File: src/core/pgi_pkg.sv
// shared constants and types for the power-good indicator block
package pgi_pkg;

    // ==========================================================
    // register map
    // ==========================================================
    localparam logic [7:0] PGI_MODE_OFS = 8'h14;   // good mode register
    localparam logic [7:0] PGI_LEVEL_OFS = 8'h18;  // good level register
    localparam logic PGI_MODE_RST = 1'b1;          // threshold mode at reset
    localparam logic [1:0] PGI_LEVEL_RST = 2'h2;   // 90 percent at reset
    localparam int PGI_MODE_POS = 0;               // mode field bit
    localparam int PGI_LEVEL_POS = 0;              // level field low bit

    // ==========================================================
    // mode encodings
    // ==========================================================
    localparam logic PGI_MODE_THRESH = 1'b1;       // threshold based
    localparam logic PGI_MODE_RAMP = 1'b0;         // soft-start based

    // ==========================================================
    // thresholds in percent of target output
    // ==========================================================
    localparam logic [7:0] PGI_BASE_PCT = 8'h50;   // code 0 gives 80
    localparam logic [7:0] PGI_STEP_PCT = 8'h05;   // 5 per code step
    localparam logic [7:0] PGI_HYST_PCT = 8'h05;   // fixed hysteresis

    // ==========================================================
    // serial port
    // ==========================================================
    localparam logic [3:0] PGI_BYTE_BITS = 4'h8;   // bits per byte
    localparam logic [6:0] PGI_DEV_ADDR = 7'h2A;   // arbitrary value

    // register write strobe with its address and data
    typedef struct packed {
        logic stb;
        logic [7:0] addr;
        logic [7:0] data;
    } pgi_wr_t;

    // status levels from the analog side, all active high
    typedef struct packed {
        logic en_ok;   // enable above threshold
        logic vcc_ok;  // supply above threshold
        logic ocp;     // over-current fault
        logic ovp;     // over-voltage fault
        logic otp;     // over-temperature fault
    } pgi_stat_t;

endpackage

File: src/core/pgi_power_good.sv
// power-good indicator logic with its two control registers
`timescale 1ns/100ps
module pgi_power_good #(
    parameter logic [6:0] DEV_ADDR = pgi_pkg::PGI_DEV_ADDR
) (
    input wire logic clk,
    input wire logic rst,
    input wire logic scl_in,
    input wire logic sda_in,
    output logic sda_o,
    output logic sda_oe_n,
    input wire pgi_pkg::pgi_stat_t stat_in,
    input wire logic [7:0] vos_pct,
    input wire logic ss_near,
    input wire logic first_gate,
    output logic power_good_out,
    output logic power_good_oe_n,
    output logic ss_pull_low,
    output logic ctrl_sw_off
);

    // ==========================================================
    // register port
    // ==========================================================
    pgi_pkg::pgi_wr_t wr;     // write strobe from the serial port
    logic [7:0] ptr;          // register pointer
    logic [7:0] rdata;        // read data for the pointer
    logic good_mode_field_q;  // mode bit
    logic [1:0] good_level_select_q; // level field

    pgi_i2c_slave #(
        .DEV_ADDR(DEV_ADDR)
    ) u_port (
        .clk(clk),
        .rst(rst),
        .scl_in(scl_in),
        .sda_in(sda_in),
        .sda_o(sda_o),
        .sda_oe_n(sda_oe_n),
        .wr(wr),
        .ptr(ptr),
        .rdata(rdata)
    );

    // field writes; other bits of each byte are not stored
    always_ff @(posedge clk or posedge rst) begin
        if (rst) begin
            good_mode_field_q <= pgi_pkg::PGI_MODE_RST;
            good_level_select_q <= pgi_pkg::PGI_LEVEL_RST;
        end else if (wr.stb) begin
            if (wr.addr == pgi_pkg::PGI_MODE_OFS) begin
                good_mode_field_q <= wr.data[pgi_pkg::PGI_MODE_POS];
            end
            if (wr.addr == pgi_pkg::PGI_LEVEL_OFS) begin
                good_level_select_q <=
                    wr.data[pgi_pkg::PGI_LEVEL_POS +: 2];
            end
        end
    end

    // read mux: reserved bits and unmapped offsets read zero
    always_comb begin
        rdata = 8'h00;
        if (ptr == pgi_pkg::PGI_MODE_OFS) begin
            rdata[pgi_pkg::PGI_MODE_POS] = good_mode_field_q;
        end else if (ptr == pgi_pkg::PGI_LEVEL_OFS) begin
            rdata[pgi_pkg::PGI_LEVEL_POS +: 2] = good_level_select_q;
        end
    end

    // ==========================================================
    // input synchronisers
    // ==========================================================
    pgi_pkg::pgi_stat_t st_s1_q, st_s2_q, st_s3_q; // status chain
    pgi_pkg::pgi_stat_t st_q;                      // accepted status
    logic [7:0] vos_s1_q, vos_s2_q, vos_s3_q;      // sense word chain
    logic [7:0] vos_q;                             // accepted sense word

    // status bits: a bit changes once stages two and three agree
    always_ff @(posedge clk or posedge rst) begin
        if (rst) begin
            st_s1_q <= '0;
            st_s2_q <= '0;
            st_s3_q <= '0;
            st_q <= '0;
        end else begin
            st_s1_q <= stat_in;
            st_s2_q <= st_s1_q;
            st_s3_q <= st_s2_q;
            st_q <= (st_s2_q & st_s3_q) | (st_q & (st_s2_q | st_s3_q));
        end
    end

    // sense word: taken whole only when two stages match
    always_ff @(posedge clk or posedge rst) begin
        if (rst) begin
            vos_s1_q <= 8'h00;
            vos_s2_q <= 8'h00;
            vos_s3_q <= 8'h00;
            vos_q <= 8'h00;
        end else begin
            vos_s1_q <= vos_pct;
            vos_s2_q <= vos_s1_q;
            vos_s3_q <= vos_s2_q;
            if (vos_s2_q == vos_s3_q) begin
                vos_q <= vos_s3_q;
            end
        end
    end

    // ==========================================================
    // thresholds and qualification
    // ==========================================================
    logic [7:0] upper_pct;  // selected upper threshold
    logic [7:0] lower_pct;  // upper less hysteresis
    logic above, below;     // comparison results
    logic qual;             // enable, supply and no fault
    logic start_q;          // start-up not yet complete
    logic gate_seen_q;      // first control gate pulse seen
    logic ovp_latch_q;      // over-voltage latch
    logic good_d;           // next good value

    // upper = 80 + 5 * code, built as base + 4*code + code
    assign upper_pct = pgi_pkg::PGI_BASE_PCT
                     + {4'h0, good_level_select_q, 2'h0}
                     + {6'h00, good_level_select_q};
    assign lower_pct = upper_pct - pgi_pkg::PGI_HYST_PCT;
    assign above = vos_q > upper_pct;
    assign below = vos_q < lower_pct;
    assign qual = st_q.en_ok & st_q.vcc_ok & ~st_q.ocp & ~st_q.ovp
                & ~st_q.otp & ~ovp_latch_q;

    // over-voltage latch: cleared only by taking enable away
    // set wins over the clear when both fall in one cycle
    always_ff @(posedge clk or posedge rst) begin
        if (rst) begin
            ovp_latch_q <= 1'b0;
        end else if (st_q.ovp) begin
            ovp_latch_q <= 1'b1;
        end else if (!st_q.en_ok) begin
            ovp_latch_q <= 1'b0;
        end
    end

    // control switch off and soft-start pull-down outputs
    always_ff @(posedge clk or posedge rst) begin
        if (rst) begin
            ctrl_sw_off <= 1'b0;
            ss_pull_low <= 1'b0;
        end else begin
            ctrl_sw_off <= st_q.ovp | ovp_latch_q;
            ss_pull_low <= st_q.ocp;
        end
    end

    // gate tracker: rearmed whenever qualification is lost
    always_ff @(posedge clk or posedge rst) begin
        if (rst) begin
            gate_seen_q <= 1'b0;
        end else if (!qual) begin
            gate_seen_q <= 1'b0;
        end else if (first_gate) begin
            gate_seen_q <= 1'b1;
        end
    end

    // start-up phase: ends on first assertion of good
    always_ff @(posedge clk or posedge rst) begin
        if (rst) begin
            start_q <= 1'b1;
        end else if (!qual) begin
            start_q <= 1'b1;
        end else if (good_d) begin
            start_q <= 1'b0;
        end
    end

    // ==========================================================
    // good decision
    // ==========================================================
    always_comb begin
        good_d = power_good_out;
        if (!qual) begin
            // any disqualifier drops good on the next edge
            good_d = 1'b0;
        end else if (start_q) begin
            if (!gate_seen_q) begin
                good_d = 1'b0;
            end else if (good_mode_field_q == pgi_pkg::PGI_MODE_RAMP) begin
                good_d = ss_near;
            end else begin
                good_d = above;
            end
        end else if (above) begin
            // running: same hysteresis in both modes
            good_d = 1'b1;
        end else if (below) begin
            good_d = 1'b0;
        end
    end

    // pin drive: enable low pulls the open-drain pin low
    // the pin is released only while good is high, never in between
    always_ff @(posedge clk or posedge rst) begin
        if (rst) begin
            power_good_out <= 1'b0;
            power_good_oe_n <= 1'b0;
        end else begin
            power_good_out <= good_d;
            power_good_oe_n <= good_d;
        end
    end
endmodule

File: src/core/pgi_i2c_slave.sv
// serial register port slave for the power-good indicator block
`timescale 1ns/100ps
module pgi_i2c_slave #(
    parameter logic [6:0] DEV_ADDR = pgi_pkg::PGI_DEV_ADDR
) (
    input wire logic clk,
    input wire logic rst,
    input wire logic scl_in,
    input wire logic sda_in,
    output logic sda_o,
    output logic sda_oe_n,
    output pgi_pkg::pgi_wr_t wr,
    output logic [7:0] ptr,
    input wire logic [7:0] rdata
);

    // ==========================================================
    // pin synchronisers: bit 1 is clock, bit 0 is data
    // ==========================================================
    typedef enum {ST_IDLE, ST_ADDR, ST_REG, ST_WDATA, ST_ACK,
                  ST_RDATA, ST_RACK} pgi_i2c_st_t;

    logic [1:0] pin_s1_q, pin_s2_q, pin_s3_q; // three-stage chain
    logic [1:0] pin_f_q;                      // accepted levels
    logic [1:0] pin_p_q;                      // previous accepted
    pgi_i2c_st_t st_q, nxt_q;                 // state, state after ack
    logic [3:0] cnt_q;                        // bit counter
    logic [7:0] sh_q;                         // shift register
    logic scl_rise, scl_fall, start_c, stop_c;

    // a change counts once stages two and three agree
    always_ff @(posedge clk or posedge rst) begin
        if (rst) begin
            pin_s1_q <= 2'h3;
            pin_s2_q <= 2'h3;
            pin_s3_q <= 2'h3;
            pin_f_q <= 2'h3;
            pin_p_q <= 2'h3;
        end else begin
            pin_s1_q <= {scl_in, sda_in};
            pin_s2_q <= pin_s1_q;
            pin_s3_q <= pin_s2_q;
            pin_f_q <= (pin_s2_q & pin_s3_q) | (pin_f_q & (pin_s2_q | pin_s3_q));
            pin_p_q <= pin_f_q;
        end
    end

    // bus events seen on the accepted levels
    assign scl_rise = pin_f_q[1] & ~pin_p_q[1];
    assign scl_fall = ~pin_f_q[1] & pin_p_q[1];
    assign start_c = pin_f_q[1] & pin_p_q[1] & pin_p_q[0] & ~pin_f_q[0];
    assign stop_c = pin_f_q[1] & pin_p_q[1] & ~pin_p_q[0] & pin_f_q[0];

    // data output is always low; only the enable moves
    always_ff @(posedge clk or posedge rst) begin
        if (rst) begin
            sda_o <= 1'b0;
        end else begin
            sda_o <= 1'b0;
        end
    end

    // ==========================================================
    // byte engine: address, register pointer, data, acks
    // ==========================================================
    always_ff @(posedge clk or posedge rst) begin
        if (rst) begin
            st_q <= ST_IDLE;
            nxt_q <= ST_IDLE;
            cnt_q <= 4'h0;
            sh_q <= 8'h00;
            sda_oe_n <= 1'b1;
            ptr <= 8'h00;
            wr <= '0;
        end else begin
            wr.stb <= 1'b0;
            if (start_c) begin
                // start or repeated start: pointer is kept
                st_q <= ST_ADDR;
                cnt_q <= 4'h0;
                sda_oe_n <= 1'b1;
            end else if (stop_c) begin
                st_q <= ST_IDLE;
                sda_oe_n <= 1'b1;
            end else begin
                unique case (st_q)
                    ST_IDLE: begin
                        sda_oe_n <= 1'b1;
                    end
                    ST_ADDR, ST_REG, ST_WDATA: begin
                        if (scl_rise) begin
                            // sample one bit, msb first
                            sh_q <= {sh_q[6:0], pin_f_q[0]};
                            cnt_q <= cnt_q + 4'h1;
                        end else if (scl_fall &&
                                     cnt_q == pgi_pkg::PGI_BYTE_BITS) begin
                            cnt_q <= 4'h0;
                            if (st_q == ST_ADDR) begin
                                if (sh_q[7:1] == DEV_ADDR) begin
                                    sda_oe_n <= 1'b0;
                                    st_q <= ST_ACK;
                                    nxt_q <= sh_q[0] ? ST_RDATA : ST_REG;
                                end else begin
                                    st_q <= ST_IDLE;
                                end
                            end else if (st_q == ST_REG) begin
                                ptr <= sh_q;
                                sda_oe_n <= 1'b0;
                                st_q <= ST_ACK;
                                nxt_q <= ST_WDATA;
                            end else begin
                                // extra bytes rewrite the same register
                                wr.stb <= 1'b1;
                                wr.addr <= ptr;
                                wr.data <= sh_q;
                                sda_oe_n <= 1'b0;
                                st_q <= ST_ACK;
                                nxt_q <= ST_WDATA;
                            end
                        end
                    end
                    ST_ACK: begin
                        if (scl_fall) begin
                            if (nxt_q == ST_RDATA) begin
                                // drive the first read bit
                                sh_q <= {rdata[6:0], 1'b0};
                                sda_oe_n <= rdata[7];
                                cnt_q <= 4'h1;
                            end else begin
                                sda_oe_n <= 1'b1;
                            end
                            st_q <= nxt_q;
                        end
                    end
                    ST_RDATA: begin
                        if (scl_fall) begin
                            if (cnt_q == pgi_pkg::PGI_BYTE_BITS) begin
                                sda_oe_n <= 1'b1;
                                cnt_q <= 4'h0;
                                st_q <= ST_RACK;
                            end else begin
                                sda_oe_n <= sh_q[7];
                                sh_q <= {sh_q[6:0], 1'b0};
                                cnt_q <= cnt_q + 4'h1;
                            end
                        end
                    end
                    ST_RACK: begin
                        // nack ends the read, ack sends the byte again
                        if (scl_rise) begin
                            st_q <= pin_f_q[0] ? ST_IDLE : ST_ACK;
                            nxt_q <= ST_RDATA;
                        end
                    end
                endcase
            end
        end
    end

endmodule

File: config.mk
export PLATFORM = sky130hd
export DESIGN_NAME = pgi_power_good
export DESIGN_NICKNAME = d
export VERILOG_FILES = /design/src/core/pgi_pkg.sv /design/src/core/pgi_power_good.sv /design/src/core/pgi_i2c_slave.sv
export SDC_FILE = /design/constraint.sdc
export NUM_CORES = 1
export LEC_CHECK = 0
export BUFFER_PORTS_ARGS = -buffer_cell sky130_fd_sc_hd__buf_2
export CORE_ASPECT_RATIO = 0.6
export CORE_MARGIN = 1.5
export CORE_UTILIZATION = 65
export DETAILED_ROUTE_END_ITERATION = 8
export PLACE_DENSITY = 0.87
export SLEW_MARGIN = 15
export SYNTH_ARGS = -nofsm -noshare
export SYNTH_HDL_FRONTEND = slang
export SYNTH_SLANG_ARGS = --single-unit
File: constraint.sdc
create_clock -name clk -period 9.3 [get_ports clk]
set_input_delay 0.93 -clock clk [delete_from_list [all_inputs] [get_ports clk]]
set_output_delay 0.93 -clock clk [all_outputs]
set_load 0.005 [all_outputs]
==> results of run 1 <==
[metrics by stage]
| step | area [um^2] | setup slack (ns) | util [%] | hold WS, ns | std cells |
|---|---|---|---|---|---|
| 6_report | 4890 | 6.98 | 73.5 | 0.352 | 464 |
| 5_1_grt | 4890 | 6.75 | 73.5 | 0.358 | 464 |
| 4_1_cts | 4890 | 7.01 | 73.5 | 0.351 | 464 |
| 3_5_place_dp | 4600 | 7.01 | 69.2 | 0.336 | 448 |
| 3_3_place_gp | 4600 | 7.06 | 69.2 | 0.332 | 448 |
| 2_1_floorplan | 4440 | 5.52 | - | 0.331 | 348 |
[layer usage]
layer	part of all wire, %	GRT usage [%]
met5	0	0
met4	1.2	6.98
met3	7.5	8.71
met2	46	37.3
met1	46	34.3
[cells in the final DEF (no fill, tap or decap), types with 3 or more instances in the layout]
| master | n |
|---|---|
| mux2_2 | 25 |
| inv_1 | 16 |
| nor2b_1 | 5 |
| o21a_1 | 3 |
| nor2_1 | 18 |
| nand2b_1 | 5 |
| xor2_1 | 8 |
| dfstp_2 | 14 |
| buf_2 | 23 |
| nor4_1 | 3 |
| a21o_1 | 4 |
| clkbuf_16 | 9 |
| nand2_1 | 15 |
| o21ai_0 | 21 |
| ha_1 | 13 |
| mux2i_1 | 5 |
| dfrtp_1 | 95 |
| nor3_1 | 3 |
| a21oi_1 | 14 |
| maj3_1 | 7 |
| or2_2 | 3 |
| nand3_1 | 12 |
[layout make-up]
| class | instances | share of cell area [%] |
|---|---|---|
| clock inverter | 6 | 0.922 |
| multi-input combinational | 211 | 31.9 |
| timing repair buffer | 24 | 2.51 |
| sequential | 109 | 56.2 |
| tap | 87 | 2.23 |
| inverter | 17 | 1.36 |
| clock buffer | 10 | 4.89 |
[cell families (layout without fill, tap and decap cells)]
kind of cell | Yosys count | in the layout | share of synthesized area (%)
buffers and inverters | 28 | 57 | 2.99
and+or+nand+nor | 91 | 91 | 11.6
xor gates and xnor gates | 9 | 9 | 1.78
adders and majority gates | 20 | 20 | 5.24
DFF | 109 | 109 | 61.9
other | 1 | 1 | 0.0845
AOI/OAI and AO/OA | 60 | 60 | 8.94
muxes | 30 | 30 | 7.47
[cell usage after synthesis, drive strengths merged, types with 2 or more instances]
cell type / n / area [um^2]
and3: 2 / 12.5
o21a: 3 / 22.5
dfrtp: 95 / 2380
nor4b: 2 / 17.5
and2: 3 / 20.0
and2b: 2 / 16.3
nand2: 15 / 56.3
maj3: 7 / 70.1
buf: 8 / 57.6
nand3: 12 / 60.1
ha: 13 / 163
mux2: 25 / 282
nand3b: 2 / 15.0
o21ai: 21 / 105
dfstp: 14 / 368
a31oi: 2 / 12.5
nor2b: 5 / 31.3
clkbuf: 3 / 11.3
a2111oi: 2 / 36.3
nor4bb: 2 / 20.0
nor3b: 2 / 15.0
o31ai: 2 / 15.0
inv: 17 / 63.8
nor4: 3 / 18.8
nand2b: 6 / 40.0
mux2i: 5 / 50.1
o32ai: 2 / 25.0
nor3: 3 / 15.0
and3b: 3 / 31.3
nor2: 20 / 80.1
a211oi: 2 / 15.0
a21o: 4 / 30.0
a2bb2oi: 2 / 17.5
xor2: 8 / 70.1
a21oi: 14 / 70.1
or2: 3 / 18.8
[power by group through the flow]
| stage | Combinational, mW | Sequential [mW] | Clock [mW] |
|---|---|---|---|
| 3_5_place_dp | 0.142 | 0.575 | 0 |
| 3_3_place_gp | 0.132 | 0.571 | 0 |
| 2_1_floorplan | 0.117 | 0.557 | 0 |
| 4_1_cts | 0.143 | 0.567 | 0.366 |
| 5_1_grt | 0.163 | 0.574 | 0.384 |
| 6_report | 0.143 | 0.568 | 0.357 |
[worst paths after layout]
path                                            start                          to  slack (ns)  depth (start not counted)
min                              st_s1_q[0]$_DFF_PP0_        st_s2_q[0]$_DFF_PP0_        0.35                          0
max reg2reg                u_port.st_q[2]$_DFFE_PP0P_  u_port.sh_q[4]$_DFFE_PP0P_        6.98                          5
max in group asynchronous                         rst  u_port.sh_q[7]$_DFFE_PP0P_        7.48                          3
max                        u_port.st_q[2]$_DFFE_PP0P_  u_port.sh_q[4]$_DFFE_PP0P_        6.98                          5
min in group asynchronous                         rst       ss_pull_low$_DFF_PP0_        0.57                          2
min reg2reg                      st_s1_q[0]$_DFF_PP0_        st_s2_q[0]$_DFF_PP0_        0.35                          0
[flip-flops by register name, indices dropped and copies added (netlist names), 8 cells and up]
register,count
vos_s2_q,8
vos_s3_q,8
u_port.wr,11
vos_q,8
u_port.ptr,8
vos_s1_q,8
u_port.sh_q,8
[worst register-to-register path, cell delays in order, from the launching register on]
cell	delay, ns
dfrtp_1	0.59
and4b_1	0.27
o31ai_1	0.17
a2111oi_4	0.90
nand3_1	0.18
o21ai_0	0.12
==> impl_metrics.py, run 1 <==
metrics = {
    "power": {
        "clkPwrFrac_pct": 33.4,
        "seq_power_share_pct": 53.2,
        "finalPower_mw": 1.07,
        "p_switching_mw": 0.292,
        "p_int_mw": 0.775,
        "peakVddDrop_mv": 0.192,
        "netSwitchingFraction_pct": 27.4,
        "pwr_density_cell_mw_per_mm2": 218,
        "p_comb_share_pct": 13.4,
        "p_leak_nw": 2.20,
    },
    "synth": {
        "synth_cell_type_count": 60,
        "synthArstFlopShare_pct": 100,
        "synth_seq_cells": 109,
        "ys_warn_count": 0,
        "syn-mean-instance-area_um2": 12.8,
        "synthFlopType": "dfrtp_1",
        "synth_fp_nets": 380,
        "synth_edf_count": 0,
        "ys_seq_area_share_pct": 61.9,
        "syn_inst": 348,
        "synth_area_mm2": 0.00444,
    },
    "route": {
        "drcViolationCount": 0,
        "routed_via_density": 5.92,
        "wirelength_um": 8030,
        "drt_first_pass_iters": 6,
        "drtIter0Drc": 229,
        "num_vias": 2745,
        "ant_nets": 0,
        "wl_per_cell_um": 17.3,
    },
    "final_layout": {
        "final_nets": 404,
        "drive_gt1_share_pct": 24.7,
        "fillers": 449,
        "multi_input_area_mm2": 0.00156,
        "syn_to_final_growth_pct": 10.1,
        "regArea_mm2": 0.00275,
        "antennaDiodeCount": 0,
    },
    "worst_setup_path": {
        "cp_top_family": "compound AO/OA/AOI/OAI gates",
        "slowest_delay_ns": 0.90,
        "setup.worst_path.class": "reg2reg",
        "cp-end-kind": "flip-flop",
        "slowest_stage": "a2111oi_4",
        "required_ns": 9.56,
        "cp_data_arrival_time_ns": 2.58,
        "crit_chain": "and4b_1, o31ai_1, a2111oi_4, nand3_1, o21ai_0",
        "cp_max_fo": 16,
        "critPathLaunchType": "flip-flop",
        "critPathBufInv": 0,
    },
    "floorplanning": {
        "initial_core_util_pct": 66.8,
        "fp.coreArea_mm2": 0.00665,
        "rows": 23,
        "die-area_mm2": 0.00735,
        "die_h_um": 67.0,
        "io_pins": 25,
        "die_w_um": 110,
    },
    "outcome": {
        "status": "finished, final reports clean",
    },
    "sta": {
        "finalSetupViolCount": 0,
        "finalHoldViolations": 0,
        "relSlewSlack_pct": 38.5,
        "setup_tns_ns": 0,
        "tightest_slew_ns": 0.922,
        "rsz0062_at_grt": "false",
        "slew_violations": 0,
        "skew_ns": 0.00521,
        "fin_crit_sh_pct": 24.9,
        "period_minus_slack_ns": 2.32,
        "fmax_ghz": 0.432,
    },
    "worst_hold_path": {
        "hold_class": "reg2reg",
    },
    "job": {
        "drv_cap": 0,
    },
    "clock_network": {
        "clock_tree.root_cell": "clkbuf_16",
        "clock_sinks": 109,
        "clkTransAtPathRegs_ns": 0.07,
        "cts_buffer_depth": 2,
        "cts_tree": "done",
        "numCtsBuffers": 9,
        "clk-insertion-delay-late_ns": 0.34,
        "cts-resized-gates": 0,
        "cts_setup_buffers": 0,
        "ctsHtreeMaxLevel": 3,
        "hold_buffers": 0,
    },
    "global_routing": {
        "grt_pass1_wl_um": 13300,
        "first_global_vias": 2736,
        "track_usage_pct": 24.8,
        "antenna_found_initial": 0,
        "grt_max_degree": 77,
        "grt_overflow": 0,
    },
    "place": {
        "dpl.hpwl_um": 5520,
        "place_congestion": 0.871,
        "port_buffers": 23,
    },
}
(Power assumes the default switching activity.)
==> run 2, diff against run 1 <==
--- a/config.mk
+++ b/config.mk
@@ -5,12 +5,13 @@
 export SDC_FILE = /design/constraint.sdc
 export NUM_CORES = 1
 export LEC_CHECK = 0
+export ABC_AREA = 1
 export BUFFER_PORTS_ARGS = -buffer_cell sky130_fd_sc_hd__buf_2
 export CORE_ASPECT_RATIO = 0.6
 export CORE_MARGIN = 1.5
-export CORE_UTILIZATION = 65
+export CORE_UTILIZATION = 60
 export DETAILED_ROUTE_END_ITERATION = 8
-export PLACE_DENSITY = 0.87
+export PLACE_DENSITY = 0.82
 export SLEW_MARGIN = 15
 export SYNTH_ARGS = -nofsm -noshare
 export SYNTH_HDL_FRONTEND = slang
==> constraint.sdc (replaced) <==
create_clock -name clk -period 2.4 [get_ports clk]
set_input_delay 0.24 -clock clk [delete_from_list [all_inputs] [get_ports clk]]
set_output_delay 0.24 -clock clk [all_outputs]
set_load 0.005 [all_outputs]
==> impl_metrics.py, run 2 <==
metrics = {
    "outcome": {
        "status": "complete, but fails checks",
        "violations": "negative hold slack",
    },
    "worst_setup_path": {
        "cp_max_fo": 21,
        "rr_startpoint": "u_port.cnt_q[0]$_DFFE_PP0P_",
        "ff2ff_path_depth": 6,
        "r2r-end": "u_port.wr[14]$_DFFE_PP0P_",
        "cp_data_arrival_time_ns": 2.21,
        "critPathLaunchType": "flip-flop",
        "cp-end-kind": "flip-flop",
        "r2r_slack_ns": 0.44,
        "setup.worst_path.class": "reg2reg",
        "required_ns": 2.65,
    },
    "power": {
        "peakVddDrop_mv": 0.583,
        "p_leak_nw": 2.47,
        "pwr_density_cell_mw_per_mm2": 958,
    },
    "place": {
        "place_congestion": 0.952,
        "port_buffers": 23,
        "dpl.hpwl_um": 5780,
    },
    "job": {
        "drv_cap": 0,
    },
    "final_layout": {
        "top_register": "u_port.wr",
        "largest_register_ffs": 11,
        "layout_common_cells": "nand2_1, dfrtp_1, inv_1",
        "final_nets": 529,
        "final_common_cell": "nand2_1",
        "final_core_util_pct": 72.3,
        "drive_gt1_share_pct": 15.5,
        "syn_to_final_growth_pct": 16.4,
        "multi_input_area_mm2": 0.00152,
        "fillers": 534,
        "regArea_mm2": 0.00275,
        "antennaDiodeCount": 0,
    },
    "synth": {
        "synth_common_cells": "nand2_1, dfrtp_1, inv_1",
        "ys_warn_count": 0,
        "syn-mean-instance-area_um2": 10.0,
        "synth_top_family_by_area": "simple AND/OR/NAND/NOR gates",
        "synth_cell_type_count": 38,
        "syn_inst": 451,
        "synthMuxAreaShare_pct": 0,
        "yosysTopAreaCell": "dfrtp_1",
        "synth_seq_cells": 109,
        "synth_edf_count": 0,
        "synth.most_common_cell": "nand2_1",
        "synthFlopType": "dfrtp_1",
        "synth_area_leaders": "dfrtp_1, nand2_1, dfstp_2",
        "yosys.area_share.simple_pct": 17.5,
        "synth_fa_ha_area_share_pct": 5.16,
        "netlist.area_leader.share_pct": 52.7,
        "synth_fp_nets": 483,
        "synthArstFlopShare_pct": 100,
        "synth_compound_area_share_pct": 8.87,
        "synth_area_mm2": 0.00451,
        "ys_seq_area_share_pct": 60.8,
        "synthXorXnorAreaFrac_pct": 1.94,
    },
    "clock_network": {
        "cts_tree": "done",
        "clock_tree.root_cell": "clkbuf_16",
        "clkTransAtPathRegs_ns": 0.07,
        "numCtsBuffers": 9,
        "cts_buffer_depth": 2,
        "cts-resized-gates": 0,
        "clock_sinks": 109,
        "clk-insertion-delay-late_ns": 0.35,
        "ctsHtreeMaxLevel": 3,
    },
    "sta": {
        "skew_ns": 0.00524,
        "finalSetupViolCount": 0,
        "fmax_ghz": 0.509,
        "finalHoldViolations": 5,
        "relSlewSlack_pct": 53.9,
        "period_minus_slack_ns": 1.96,
        "fin_crit_sh_pct": 81.8,
        "setup_tns_ns": 0,
        "tightest_slew_ns": 0.689,
        "slew_violations": 0,
        "worst_hold_slack_ns": -0.00134,
        "rsz0062_at_grt": "false",
    },
    "global_routing": {
        "use_met1_pct": 33.4,
        "grt_pass1_wl_um": 14500,
        "first_global_vias": 3154,
        "use_met3_pct": 6.68,
        "busiest_layer": "met2",
        "grt_max_degree": 33,
        "track_usage_pct": 23.6,
        "use_met2_pct": 35.4,
        "antenna_found_initial": 0,
        "grt_overflow": 0,
    },
    "route": {
        "wl_per_cell_um": 13.7,
        "ant_nets": 0,
        "drt_first_pass_iters": 5,
        "routed_via_density": 5.31,
        "drtIter0Drc": 255,
        "wirelength_um": 8300,
        "num_vias": 3218,
        "drcViolationCount": 0,
    },
    "floorplanning": {
        "initial_core_util_pct": 62.1,
        "io_pins": 25,
        "die-area_mm2": 0.00807,
        "die_h_um": 70.2,
        "fp.coreArea_mm2": 0.00727,
        "die_w_um": 115,
        "rows": 24,
    },
    "worst_hold_path": {
        "hold_class": "in2async",
    },
}
## run 2: critical path: stages, from the launching register on
cell and delay, ns:
dfrtp_1 0.42, inv_1 0.10, ha_1 0.16, nand3_1 0.22
nor2_2 0.27, nand2_1 0.38, o21ai_0 0.32
## run 2: how the worst max path moves through the flow
stage,slack (ns),start,endpoint
final,0.44,u_port.cnt_q[0]$_DFFE_PP0P_,u_port.wr[14]$_DFFE_PP0P_
after global routing,0.29,good_level_select_q[1]$_DFFE_PP1P_,power_good_oe_n$_DFF_PP0_
after CTS,0.43,good_level_select_q[1]$_DFFE_PP1P_,power_good_oe_n$_DFF_PP0_
after detailed placement,0.50,good_level_select_q[1]$_DFFE_PP1P_,power_good_oe_n$_DFF_PP0_
after global placement,0.58,good_level_select_q[1]$_DFFE_PP1P_,power_good_oe_n$_DFF_PP0_
after floorplan,0.65,good_level_select_q[1]$_DFFE_PP1P_,power_good_oe_n$_DFF_PP0_
## run 2: metal layers
| metal | vias up | share of wire [%] |
|---|---|---|
| met5 | - | 0 |
| met4 | 0 | 1.8 |
| met3 | 21 | 4.8 |
| met2 | 76 | 46 |
| met1 | 1572 | 47 |
| li1 | 1549 | - |
## run 2: through the flow
stage               cells  worst slack, ns  area [um^2]  total power [mW]
floorplan             451            0.655         4520              3.15
global placement      575            0.579         4780              3.38
detailed placement    575            0.504         4780              3.44
CTS                   606            0.434         5260              5.06
global route          606            0.288         5260              5.34
finish                606            0.437         5260              5.03
## run 2: cell type report
cell class                      count  share of cell area (%)
Sequential cell                   109                    52.2
Timing Repair Buffer               42                    6.09
Clock inverter                      3                   0.905
Tap cell                          104                    2.48
Inverter                           56                    4.07
Multi-Input combinational cell    279                    28.9
Clock buffer                       13                    5.38
## run 2: logic make-up (layout without fill, tap and decap cells)
kind of cell	Yosys count	after routing
other	1	1
AND/OR/NAND/NOR	179	179
AO/OA/AOI/OAI	69	69
adder cells (fa/ha/maj)	20	20
XOR/XNOR	10	10
buffers and inverters	63	114
flip-flops	109	109
## run 2: power breakdown
part / internal (mW) / switching, mW / total [mW] / leakage, nW
registers: 2.09 / 0.205 / 2.29 / 1.34
clock network: 0.942 / 0.636 / 1.58 / 0.161
logic: 0.406 / 0.758 / 1.16 / 0.969
total: 3.44 / 1.60 / 5.03 / 2.47
## run 2: what timing repair did
action                    CTS  global route
hold buffers               15             0
hold endpoints to repair   15             0
buffers inserted            0             0
==> run 3, diff against run 2 <==
==> constraint.sdc (replaced) <==
create_clock -name clk -period 1.85 [get_ports clk]
set_input_delay 0.185 -clock clk [delete_from_list [all_inputs] [get_ports clk]]
set_output_delay 0.185 -clock clk [all_outputs]
set_load 0.005 [all_outputs]
==> impl_metrics.py, run 3 (synthesized netlist as in run 2, its figures left out) <==
metrics = {
    "sta": {
        "finalSetupViolCount": 0,
        "rsz0062_at_grt": "true",
        "skew_ns": 0.00478,
        "finalHoldViolations": 0,
        "period_minus_slack_ns": 1.79,
        "slew_violations": 0,
        "fmax_ghz": 0.558,
        "fin_crit_sh_pct": 96.9,
    },
    "worst_setup_path": {
        "setup.worst_path.class": "reg2reg",
        "slowest_delay_ns": 0.54,
        "crit_top_cell": "nand2_1",
        "r2r-end": "power_good_oe_n$_DFF_PP0_",
        "crit_start": "good_level_select_q[1]$_DFFE_PP1P_",
        "cp_data_arrival_time_ns": 2.07,
        "slowest_stage": "dfstp_2",
        "crit_chain": "inv_2, buf_6, ha_4, nand2_2, inv_1, nand2_1, nand2_1, nand2_1, nand2_1, nand2_2, nand2_2, nand3_2, a21oi_2",
        "r2r_slack_ns": 0.06,
        "cp_max_fo": 3,
        "required_ns": 2.13,
        "cp-end-kind": "flip-flop",
        "ff2ff_path_depth": 13,
        "rr_startpoint": "good_level_select_q[1]$_DFFE_PP1P_",
        "critPathLaunchType": "flip-flop",
    },
    "global_routing": {
        "grt_pass1_wl_um": 15200,
        "grt_max_degree": 38,
        "grt_overflow": 0,
        "antenna_found_initial": 0,
        "track_usage_pct": 25.0,
        "first_global_vias": 3214,
    },
    "job": {
        "drv_cap": 0,
    },
    "power": {
        "clkPwrFrac_pct": 28.4,
        "p_int_mw": 4.45,
        "p_switching_mw": 2.16,
        "p_comb_share_pct": 26.8,
        "seq_power_share_pct": 44.7,
        "finalPower_mw": 6.61,
        "pwr_density_cell_mw_per_mm2": 1200,
        "peakVddDrop_mv": 0.989,
        "netSwitchingFraction_pct": 32.7,
        "p_leak_nw": 2.56,
    },
    "clock_network": {
        "clk-insertion-delay-late_ns": 0.35,
        "clock_tree.root_cell": "clkbuf_16",
        "clkTransAtPathRegs_ns": 0.07,
        "clock_sinks": 109,
        "numCtsBuffers": 9,
        "cts_buffer_depth": 2,
        "cts_tree": "done",
        "ctsHtreeMaxLevel": 3,
    },
    "final_layout": {
        "drive_gt1_share_pct": 22.6,
        "stdcell_count": 625,
        "final_common_cell": "nand2_1",
        "top_register": "u_port.wr",
        "syn_to_final_growth_pct": 21.5,
        "layout_common_cells": "nand2_1, dfrtp_1, inv_1",
        "final_nets": 548,
        "antennaDiodeCount": 0,
        "largest_register_ffs": 11,
    },
    "worst_hold_path": {
        "hold-path-cell-count": 3,
        "hold_class": "in2reg",
        "hold-path-endpoint": "gate_seen_q$_DFFE_PP0P_",
        "min_from": "first_gate",
    },
    "floorplanning": {
        "rows": 24,
        "fp.coreArea_mm2": 0.00727,
        "die_h_um": 70.2,
        "die-area_mm2": 0.00807,
        "io_pins": 25,
        "die_w_um": 115,
        "initial_core_util_pct": 62.1,
    },
    "route": {
        "ant_nets": 0,
        "drt_first_pass_iters": 5,
        "wl_per_cell_um": 14.3,
        "wirelength_um": 8950,
        "drtIter0Drc": 358,
        "num_vias": 3306,
        "drcViolationCount": 0,
        "routed_via_density": 5.29,
    },
    "place": {
        "port_buffers": 23,
        "dpl.hpwl_um": 6220,
        "place_congestion": 0.873,
        "dp.cells": 591,
    },
    "outcome": {
        "status": "finished, final reports clean",
    },
}
## run 3: changes by cell type in the layout (fill, tap and decap cells not counted), moves of 5 or more
cell     change
ha_4         +5
nand2_2      +6
buf_4       +17
ha_1         -5
nand2_1      -6
## run 3: worst max-delay path: cells and delay by family (launching register included)
family / cells / cell delay (ns)
buffers and inverters: 3 / 0.25
and+or+nand+nor: 8 / 0.54
adders and majority gates: 1 / 0.27
DFF: 1 / 0.54
AOI/OAI and AO/OA: 1 / 0.14
## run 3: worst max path at each step
stage,to,cells after the start,slack (ns)
final,power_good_oe_n$_DFF_PP0_,13,0.06
after floorplan,power_good_oe_n$_DFF_PP0_,11,0.10
after CTS,power_good_oe_n$_DFF_PP0_,13,0.02
after global routing,power_good_oe_n$_DFF_PP0_,13,-0.06
after detailed placement,power_good_oe_n$_DFF_PP0_,13,-0.03
after global placement,power_good_oe_n$_DFF_PP0_,11,0.08
## run 3: stage by stage
step                      utilization, %  setup WS [ns]  instance area (um^2)  TNS, ns  hold slack (ns)
after floorplan                        -          0.105                  4520        0            0.189
after global placement              67.4         0.0816                  4900        0            0.210
after detailed placement            67.4        -0.0328                  4900  -0.0328            0.227
after CTS                           74.2         0.0203                  5390        0           0.0593
after global routing                75.5        -0.0642                  5490  -0.0676           0.0678
final                               75.5         0.0576                  5490        0           0.0732
## run 3: what timing repair did
| item | in CTS | in global routing |
|---|---|---|
| endpoints found under the setup margin | 1 | 10 |
| hold endpoints to repair | 22 | 0 |
| buffers inserted | 1 | 1 |
| cloned | 0 | 0 |
| pin swaps | 0 | 7 |
| hold buffers | 16 | 0 |
| resized for setup | 3 | 21 |
## run 3: routing by layer
metal | global-route usage [%] | wire length [um] | up-vias
li1 | - | - | 1583
met1 | 35.6 | 4200 | 1588
met2 | 36.8 | 4030 | 114
met3 | 7.55 | 542 | 21
met4 | 8.64 | 172 | 0
met5 | 0 | 0 | -
## run 3: area by class of cell
cell class              instances  area (um^2)
well taps                     104          130
clock buffers                  13          272
fillers                       513         1780
clock inverters                 3         26.3
inverters                      56          214
flip-flops and latches        109         2750
multi-input cells             279         1630
repair buffers                 61          469
## run 3: power by group through the flow
| stage | Combinational (mW) | Clock, mW | Sequential, mW |
|---|---|---|---|
| 6_report | 1.77 | 1.88 | 2.96 |
| 5_1_grt | 1.99 | 2.01 | 2.99 |
| 4_1_cts | 1.68 | 1.92 | 2.94 |
| 3_5_place_dp | 1.64 | 0 | 2.98 |
| 3_3_place_gp | 1.57 | 0 | 2.97 |
| 2_1_floorplan | 1.16 | 0 | 2.94 |
